File: config.mk
export PLATFORM = sky130hd
export DESIGN_NAME = standby_control
export DESIGN_NICKNAME = d
export VERILOG_FILES = /design/src/common/standby_pkg.sv /design/src/design/stabilize_timer.sv /design/src/design/standby_control.sv
export VERILOG_INCLUDE_DIRS = /design/src /design/src/common
export SDC_FILE = /design/constraint.sdc
export NUM_CORES = 1
export LEC_CHECK = 0
export ABC_AREA = 1
export BUFFER_PORTS_ARGS = -buffer_cell sky130_fd_sc_hd__buf_2
export CELL_PAD_IN_SITES_DETAIL_PLACEMENT = 2
export CELL_PAD_IN_SITES_GLOBAL_PLACEMENT = 2
export CORE_MARGIN = 2
export CORE_UTILIZATION = 30
export DETAILED_ROUTE_END_ITERATION = 8
export PLACE_DENSITY = 0.78
export SYNTH_ARGS = -nofsm -noshare
export SYNTH_HDL_FRONTEND = slang
export SYNTH_SLANG_ARGS = --single-unit
File: constraint.sdc
create_clock -name core_clk -period 2.3 [get_ports core_clk]
set_input_delay 0.69 -clock core_clk [delete_from_list [all_inputs] [get_ports core_clk]]
set_output_delay 0.69 -clock core_clk [all_outputs]
set_load 0.02 [all_outputs]
File: src/common/standby_consts.svh
`ifndef STANDBY_CONSTS_SVH
`define STANDBY_CONSTS_SVH
`define STBY_ADDR_CTRL     4'h0
`define STBY_ADDR_STATUS   4'h1
`define STBY_ADDR_PRIO     4'h2
`define STBY_FLAG_BIT      0
`define STBY_CTRL_UNUSED   7'h00
`define STBY_PRIO_IDLE     3'h7
`define STBY_TB_SEL_RST    2'h0
`define STBY_NMI_RISING    1'b1
`endif

File: src/common/standby_pkg.sv
package standby_pkg;
  typedef enum logic [3:0] {
    ST_RUN     = 4'b0001,
    ST_PAUSE   = 4'b0010,
    ST_SERVICE = 4'b0100,
    ST_STOP    = 4'b1000
  } standby_state_t;

  typedef struct packed {
    logic       nmi;
    logic       irq;
    logic [2:0] irq_prio;
    logic       xfer_req;
    logic       xfer_done;
    logic       xfer_release;
  } wake_req_t;

  typedef struct packed {
    logic       halt_instr;
    logic       stop_instr;
    logic       in_isr;
    logic [2:0] isr_prio;
    logic       int_enabled;
  } cpu_status_t;
endpackage : standby_pkg

File: src/design/stabilize_timer.sv
`timescale 1ns/1ps
`include "standby_consts.svh"
module stabilize_timer
  import standby_pkg::*;
#(
  parameter int BASE_W = 16
) (
  // Clock and reset
  input  wire logic       core_clk,
  input  wire logic       rst,
  // Control
  input  wire logic       start,
  input  wire logic [1:0] interval_sel,
  // Result
  output logic            done
);
  logic [BASE_W+2:0] cnt_ff;
  logic [BASE_W+2:0] nxt_cnt;
  logic              run_ff;
  logic              nxt_run;
  logic              done_ff;
  logic              nxt_done;
  logic [BASE_W+2:0] half_limit;

  // Half of the selected interval; each step doubles the period
  always_comb begin
    half_limit = '0;
    half_limit[BASE_W - 1 + 32'(interval_sel)] = 1'b1;
  end

  always_comb begin
    nxt_cnt  = cnt_ff;
    nxt_run  = run_ff;
    nxt_done = 1'b0;
    if (start) begin
      nxt_cnt = '0;
      nxt_run = 1'b1;
    end else if (run_ff) begin
      if (cnt_ff == half_limit - 1'b1) begin
        nxt_run  = 1'b0;
        nxt_done = 1'b1;
      end else begin
        nxt_cnt = cnt_ff + 1'b1;
      end
    end
  end

  always_ff @(posedge core_clk or posedge rst) begin
    if (rst) begin
      cnt_ff  <= '0;
      run_ff  <= 1'b0;
      done_ff <= 1'b0;
    end else begin
      cnt_ff  <= nxt_cnt;
      run_ff  <= nxt_run;
      done_ff <= nxt_done;
    end
  end

  assign done = done_ff;
endmodule : stabilize_timer

File: src/design/standby_control.sv
// The implementer's own choices: the address map and the plain strobed port.
`timescale 1ns/1ps
`include "standby_consts.svh"
module standby_control
  import standby_pkg::*;
#(
  parameter int TB_BASE_W = 16
) (
  // Clock and resets
  input  wire logic        core_clk,
  input  wire logic        rst,
  input  wire logic        por,
  // Register port
  input  wire logic [3:0]  reg_addr,
  input  wire logic [7:0]  reg_wdata,
  input  wire logic        reg_wr,
  input  wire logic        reg_rd,
  output logic      [7:0]  reg_rdata,
  // Processor and interrupt controller
  input  wire cpu_status_t cpu_stat,
  input  wire wake_req_t   wake,
  input  wire logic        nmi_pin,
  // Clock gating and wake answers
  output logic             cpu_clk_en,
  output logic             periph_clk_en,
  output logic             osc_en,
  output logic             take_vector,
  output logic             tb_irq_block
);
  //////////////////////////////////////////////////////////////////////////
  standby_state_t state_ff;
  standby_state_t nxt_state;
  logic           flag_ff;
  logic           nxt_flag;
  logic [1:0]     tb_sel_ff;
  logic [1:0]     nxt_tb_sel;
  logic [7:0]     rdata_ff;
  logic [7:0]     nxt_rdata;
  logic           vec_ff;
  logic           nxt_vec;
  logic           hold_ff;
  logic           nxt_hold;
  logic           pause_isr_ff;
  logic           nxt_pause_isr;
  logic [2:0]     pause_prio_ff;
  logic [2:0]     nxt_pause_prio;
  logic           nmi_s1_ff;
  logic           nmi_s2_ff;
  logic           nmi_s3_ff;
  logic           nmi_edge;
  logic           stab_start;
  logic           stab_done;
  logic           wake_hit;

  // Lower number means higher priority
  function automatic logic irq_wakes(input logic isr, input logic [2:0] cur,
                                     input logic [2:0] req);
    irq_wakes = !isr || (req < cur);
  endfunction : irq_wakes

  //////////////////////////////////////////////////////////////////////////
  // Pin synchroniser; edge seen only past the second stage
  always_ff @(posedge core_clk or posedge rst) begin
    if (rst) begin
      nmi_s1_ff <= 1'b0;
      nmi_s2_ff <= 1'b0;
      nmi_s3_ff <= 1'b0;
    end else begin
      nmi_s1_ff <= nmi_pin;
      nmi_s2_ff <= nmi_s1_ff;
      nmi_s3_ff <= nmi_s2_ff;
    end
  end

  assign nmi_edge = `STBY_NMI_RISING ? (nmi_s2_ff && !nmi_s3_ff)
                                     : (!nmi_s2_ff && nmi_s3_ff);

  //////////////////////////////////////////////////////////////////////////
  // Standby flag lives on power-on reset only
  always_comb begin
    nxt_flag = flag_ff;
    if (reg_wr && reg_addr == `STBY_ADDR_CTRL &&
        reg_wdata[`STBY_FLAG_BIT])
      nxt_flag = 1'b1;
  end

  // Not on rst, so a stop return can be told from power-up
  always_ff @(posedge core_clk or posedge por) begin
    if (por) flag_ff <= 1'b0;
    else     flag_ff <= nxt_flag;
  end

  //////////////////////////////////////////////////////////////////////////
  // Register file
  always_comb begin
    nxt_tb_sel = tb_sel_ff;
    if (reg_wr && reg_addr == `STBY_ADDR_STATUS)
      nxt_tb_sel = reg_wdata[1:0];
    nxt_rdata = 8'h00;
    if (reg_rd) begin
      unique case (reg_addr)
        `STBY_ADDR_CTRL:   nxt_rdata = {`STBY_CTRL_UNUSED, flag_ff};
        `STBY_ADDR_STATUS: nxt_rdata = {2'h0, state_ff, tb_sel_ff};
        `STBY_ADDR_PRIO:   nxt_rdata = {4'h0, pause_isr_ff, pause_prio_ff};
        default:           nxt_rdata = 8'h00;
      endcase
    end
  end

  always_ff @(posedge core_clk or posedge rst) begin
    if (rst) begin
      tb_sel_ff <= `STBY_TB_SEL_RST;
      rdata_ff  <= 8'h00;
    end else begin
      tb_sel_ff <= nxt_tb_sel;
      rdata_ff  <= nxt_rdata;
    end
  end

  assign reg_rdata = rdata_ff;

  //////////////////////////////////////////////////////////////////////////
  // Standby state machine
  assign wake_hit = wake.nmi ||
    (wake.irq && irq_wakes(pause_isr_ff, pause_prio_ff, wake.irq_prio));

  always_comb begin
    nxt_state      = state_ff;
    nxt_vec        = 1'b0;
    nxt_hold       = hold_ff;
    nxt_pause_isr  = pause_isr_ff;
    nxt_pause_prio = pause_prio_ff;
    stab_start     = 1'b0;
    unique case (state_ff)
      ST_RUN: begin
        if (cpu_stat.halt_instr) begin
          nxt_pause_isr  = cpu_stat.in_isr;
          nxt_pause_prio = cpu_stat.in_isr ? cpu_stat.isr_prio
                                           : `STBY_PRIO_IDLE;
          // Early request skips the pause entirely
          if (wake.nmi || wake.irq || wake.xfer_req)
            nxt_state = ST_RUN;
          else
            nxt_state = ST_PAUSE;
        end else if (cpu_stat.stop_instr) begin
          nxt_state = ST_STOP;
        end
      end
      ST_PAUSE: begin
        if (wake_hit) begin
          nxt_state = ST_RUN;
          nxt_vec   = wake.nmi || cpu_stat.int_enabled;
        end else if (wake.xfer_req) begin
          nxt_state = ST_SERVICE;
        end
      end
      ST_SERVICE: begin
        if (wake.xfer_done) begin
          if (wake.xfer_release) begin
            nxt_state = ST_RUN;
            nxt_vec   = cpu_stat.int_enabled;
          end else begin
            nxt_state = ST_PAUSE;
          end
        end
      end
      ST_STOP: begin
        if (!hold_ff && nmi_edge) begin
          nxt_hold   = 1'b1;
          stab_start = 1'b1;
        end else if (hold_ff && stab_done) begin
          nxt_hold  = 1'b0;
          nxt_state = ST_RUN;
          nxt_vec   = 1'b1;
        end
      end
    endcase
  end

  // Reset exits any state to run as a cold start would, but keeps the standby flag
  always_ff @(posedge core_clk or posedge rst) begin
    if (rst) begin
      state_ff      <= ST_RUN;
      vec_ff        <= 1'b0;
      hold_ff       <= 1'b0;
      pause_isr_ff  <= 1'b0;
      pause_prio_ff <= `STBY_PRIO_IDLE;
    end else begin
      state_ff      <= nxt_state;
      vec_ff        <= nxt_vec;
      hold_ff       <= nxt_hold;
      pause_isr_ff  <= nxt_pause_isr;
      pause_prio_ff <= nxt_pause_prio;
    end
  end

  stabilize_timer #(
    .BASE_W       (TB_BASE_W)
  ) stabilize_timer_inst (
    .core_clk     (core_clk),
    .rst          (rst),
    .start        (stab_start),
    .interval_sel (tb_sel_ff),
    .done         (stab_done)
  );

  //////////////////////////////////////////////////////////////////////////
  // Outputs
  assign cpu_clk_en    = (state_ff == ST_RUN) || (state_ff == ST_SERVICE);
  assign periph_clk_en = (state_ff != ST_STOP);
  assign osc_en        = (state_ff != ST_STOP) || hold_ff;
  assign take_vector   = vec_ff;
  assign tb_irq_block  = hold_ff;

  //////////////////////////////////////////////////////////////////////////
  // Checks
  pause_gate_a: assert property (@(posedge core_clk) disable iff (rst)
    state_ff == ST_PAUSE |-> !cpu_clk_en && periph_clk_en)
    else $error("pause state does not gate only cpu clock");
  stop_gate_a: assert property (@(posedge core_clk) disable iff (rst)
    state_ff == ST_STOP && !hold_ff |-> !osc_en && !periph_clk_en)
    else $error("stop state leaves clocks running");
  entry_instr_a: assert property (@(posedge core_clk) disable iff (rst)
    $rose(state_ff == ST_STOP) |-> $past(cpu_stat.stop_instr))
    else $error("stop entered without instruction");
  ctrl_upper_a: assert property (@(posedge core_clk) disable iff (rst)
    $past(reg_rd) && $past(reg_addr) == `STBY_ADDR_CTRL
      |-> reg_rdata[7:1] == 7'h00 && reg_rdata[0] == $past(flag_ff))
    else $error("control register read wrong");
  flag_sticky_a: assert property (@(posedge core_clk) disable iff (por)
    flag_ff |=> flag_ff)
    else $error("flag cleared without power-on");
  flag_set_a: assert property (@(posedge core_clk) disable iff (por)
    reg_wr && reg_addr == `STBY_ADDR_CTRL && reg_wdata[0] |=> flag_ff)
    else $error("flag write did not set");
  pause_wake_a: assert property (@(posedge core_clk) disable iff (rst)
    state_ff == ST_PAUSE && wake.nmi |=> state_ff == ST_RUN && vec_ff)
    else $error("nmi did not release pause");
  prio_block_a: assert property (@(posedge core_clk) disable iff (rst)
    state_ff == ST_PAUSE && pause_isr_ff && !wake.nmi && !wake.xfer_req &&
    wake.irq && wake.irq_prio >= pause_prio_ff |=> state_ff == ST_PAUSE)
    else $error("lower priority request released pause");
  early_wake_a: assert property (@(posedge core_clk) disable iff (rst)
    state_ff == ST_RUN && cpu_stat.halt_instr && wake.irq
      |=> state_ff == ST_RUN)
    else $error("early request still paused");
  stop_hold_a: assert property (@(posedge core_clk) disable iff (rst)
    state_ff == ST_STOP && hold_ff |-> !cpu_clk_en && tb_irq_block)
    else $error("clock released during stabilisation");
  // Wake and exit paths; a transfer return is not an entry by instruction
  pause_entry_a: assert property (@(posedge core_clk) disable iff (rst)
    $rose(state_ff == ST_PAUSE)
      |-> $past(cpu_stat.halt_instr) || $past(state_ff) == ST_SERVICE)
    else $error("pause entered without instruction");
  rst_flag_a: assert property (@(posedge core_clk) disable iff (por)
    rst && !reg_wr |=> flag_ff == $past(flag_ff))
    else $error("external reset changed flag");
  early_xfer_a: assert property (@(posedge core_clk) disable iff (rst)
    state_ff == ST_RUN && cpu_stat.halt_instr &&
    (wake.nmi || wake.xfer_req) |=> state_ff == ST_RUN)
    else $error("early nmi or transfer still paused");
  service_clk_a: assert property (@(posedge core_clk) disable iff (rst)
    state_ff == ST_SERVICE |-> cpu_clk_en && periph_clk_en)
    else $error("transfer service without clock");
  xfer_back_a: assert property (@(posedge core_clk) disable iff (rst)
    state_ff == ST_SERVICE && wake.xfer_done && !wake.xfer_release
      |=> state_ff == ST_PAUSE)
    else $error("transfer did not return to pause");
  prio_wake_a: assert property (@(posedge core_clk) disable iff (rst)
    state_ff == ST_PAUSE && wake.irq && wake.irq_prio < pause_prio_ff
      |=> state_ff == ST_RUN)
    else $error("higher priority request did not release pause");
  free_wake_a: assert property (@(posedge core_clk) disable iff (rst)
    state_ff == ST_PAUSE && !pause_isr_ff && wake.irq |=> state_ff == ST_RUN)
    else $error("request outside service did not release pause");
  vector_pick_a: assert property (@(posedge core_clk) disable iff (rst)
    state_ff == ST_PAUSE && !pause_isr_ff && wake.irq && !wake.nmi
      |=> take_vector == $past(cpu_stat.int_enabled))
    else $error("vector choice does not follow enable");
  stop_exit_a: assert property (@(posedge core_clk) disable iff (rst)
    state_ff == ST_STOP && !hold_ff && !nmi_edge
      |=> state_ff == ST_STOP && !hold_ff)
    else $error("stop left without nmi edge");
  stab_osc_a: assert property (@(posedge core_clk) disable iff (rst)
    state_ff == ST_STOP && hold_ff |-> osc_en && !periph_clk_en)
    else $error("oscillator off during stabilisation");
  reset_exit_a: assert property (@(posedge core_clk) disable iff (rst)
    $fell(rst)
      |-> state_ff == ST_RUN && !take_vector && !tb_irq_block)
    else $error("reset did not return to run");
endmodule : standby_control

==> flow_summary.toml <==
[route]
routedWlPerCell_um = 15.5
ant_nets = 0
routed_via_density = 4.86
vias = 2383
drc_errors = 0
dr.pass1.iters = 4
routed_wl_um = 7600
drt_iter0_markers = 56

[cells_and_area]
layout.cells.non_filler = 490
drive_above_1_share_pct = 19.0
final_cell_mix = "96 x nand2_1, 55 x nor2_1, 40 x nand3_1"
fin_util_pct = 35.8
synthToLayoutAreaGrowth_pct = 15.6
final_common_cell = "nand2_1"
antenna_cells = 0
nets = 421

[placed_design]
place.port_buffers = 37
place_inst = 482
dpl.hpwl_um = 5850
gp_congestion = 0.824

[pwr]
pwr_density_cell_nw_per_um2 = 877
p_leak_uw = 0.00154
finalPower_uw = 2600
peakVddDrop_uv = 304

[setup_path]
path_class = "reg -> out"
crit_chain = "nor2_1, nand3_1, nand2_1, buf_2"
cp.arrival_ps = 1510
start_kind = "flop"
cp_max_fo = 6
slowest_stage = "dfrtp_1"
worstSetupEndpointType = "output port"
cp.required_ps = 1610
critPathMaxStageDelay_ps = 420

[sta]
fmax_ghz = 0.455
worst_pin_slew_ps = 841
rsz0062_at_grt = "true"
drv_slew = 0
max-slew-margin-rel_pct = 43.6
min_period_over_period_pct = 95.6
hold_slack_ps = 196
hold_viol = 0
setup_viol = 0
skew_ps = 12.5
finalCriticalPeriod_ps = 2200

[synth]
ys_ff_latch = 43
syn_area_um2 = 2560
post_synth.cell_area_avg_um2 = 7.46
synth_top_area_share_pct = 38.1
yosysTopAreaCell = "dfrtp_1"
synth.distinct_cells = 33
ys_warn_count = 0
synth_seq_area_share_pct = 42.2
synth_top_cells_by_area = "dfrtp_1 38%, nand2_1 14%, nor2_1 8.1%, nand3_1 7.8%, inv_1 4.5%"
netlist_instances = 343

[clock_tree]
clk_latency_ps = 300
hold_buffers = 0
post_cts_resized = 0
clock_path_buffers = 2
cts_sinks = 43
cts_tree = "yes"
path_clk_slew_ps = 90
cts_root_buffer = "clkbuf_8"
cts_buffers = 5
htreeDepth = 2

[global_route]
first_global_vias = 2623
grt-ovfl-total = 0
grt_pass1_wl_um = 13200
antenna_found_initial = 0
grt_max_degree = 30
track_usage_pct = 18.6

[floorplanning]
start_util_pct = 31.0
placementRows = 33
coreArea_um2 = 8260
dieHeight_um = 96.4
dieWidth_um = 96.4
die-area_um2 = 9290
io_pins = 46

[min_path]
hold_class = "in -> async"

[run]
maxCapViolCount = 0

[run_status]
status = "finished clean"
-- worst paths after layout --
check | start | to | slack (ps) | cells past startpoint
max | state_ff[1]$_DFFE_PP0P_ | cpu_clk_en | 100 | 4
min | por | flag_ff$_DFFE_PP0P_ | 200 | 2
max reg2reg | tb_sel_ff[0]$_DFFE_PP0P_ | stabilize_timer_inst.cnt_ff[13]$_DFFE_PP0P_ | 320 | 9
min reg2reg | nmi_s1_ff$_DFF_PP0_ | nmi_s2_ff$_DFF_PP0_ | 370 | 0
max in group asynchronous | rst | stabilize_timer_inst.cnt_ff[9]$_DFFE_PP0P_ | 1240 | 3
min in group core_clk | nmi_s1_ff$_DFF_PP0_ | nmi_s2_ff$_DFF_PP0_ | 370 | 0
-- power by group --
part	total [µW]	switching, µW	internal, µW	leakage, µW
combinational	936	622	314	0.000924
sequential	1050	137	912	0.000555
clock	610	287	324	0.0000581
total	2600	1050	1550	0.00154
-- metrics by stage --
stage / worst slack [ps] / TNS [ps] / cell area (µm²)
finish: 101 / 0 / 2960
global route: -29.6 / -29.6 / 2960
floorplan: 600 / 0 / 2560
global placement: 400 / 0 / 2850
CTS: 96.9 / 0 / 2960
detailed placement: 325 / 0 / 2850
-- Yosys cell counts --
master,number
xor2_1,12
nand2_1,96
conb_1,1
xnor2_1,3
nor2_4,2
buf_6,3
nor3b_1,3
nand4_1,1
nand2_4,3
or2_2,1
inv_6,1
nor2_2,2
dfrtp_1,39
nor3_1,5
nand3_1,40
nand3_2,3
o21bai_1,1
buf_4,4
a21oi_1,8
o221ai_1,1
nor4_1,1
buf_2,3
dfstp_2,4
a31oi_1,1
mux2_2,2
a31o_2,1
ha_1,4
o21ai_0,8
nand2_2,2
nor2_1,55
inv_2,1
inv_1,31
nand3b_1,1
-- worst max-delay path, delay by kind of cell, from the launching register on --
kind                   cells  cell delay, ps
AND/OR/NAND/NOR            3             620
flip-flops                 1             420
buffers and inverters      1             160
-- routing by layer --
| metal | share of wire, % | global-route usage (%) | wire [µm] |
|---|---|---|---|
| met4 | 1.1 | 4.58 | 80 |
| met5 | 0 | 0 | 0 |
| met1 | 44 | 23.8 | 3360 |
| met3 | 1.8 | 2.33 | 135 |
| met2 | 53 | 33.4 | 4030 |
-- cell type report --
type	count	area [µm²]
Clock inverter	3	43.8
Fill cell	1002	5300
Clock buffer	5	68.8
Tap cell	105	131
Multi-Input combinational cell	258	1270
Sequential cell	43	1080
Inverter	33	129
Timing Repair Buffer	43	230
-- kinds of logic after synthesis --
family | share of synthesized area (%)
xor+xnor | 5.13
simple gates | 37.2
fa+ha+maj | 1.96
mux | 0.880
buf+inv | 8.11
other cells | 0.146
flops | 42.2
compound gates | 4.35
-- what timing repair did --
action | 4_1_cts | 5_1_grt
hold endpoints to repair | 0 | 0
buffers inserted | 0 | 0
setup endpoints to repair | 0 | 1
-- state kept, by name, indices dropped and copies added (netlist names) --
signal / count
flag_ff: 1
nmi_s1_ff: 1
nmi_s2_ff: 1
nmi_s3_ff: 1
pause_isr_ff: 1
pause_prio_ff: 3
reg_rdata: 6
stabilize_timer_inst.cnt_ff: 19
stabilize_timer_inst.done: 1
stabilize_timer_inst.run_ff: 1
state_ff: 4
take_vector: 1
tb_irq_block: 1
tb_sel_ff: 2
(Power assumes the default switching activity.)
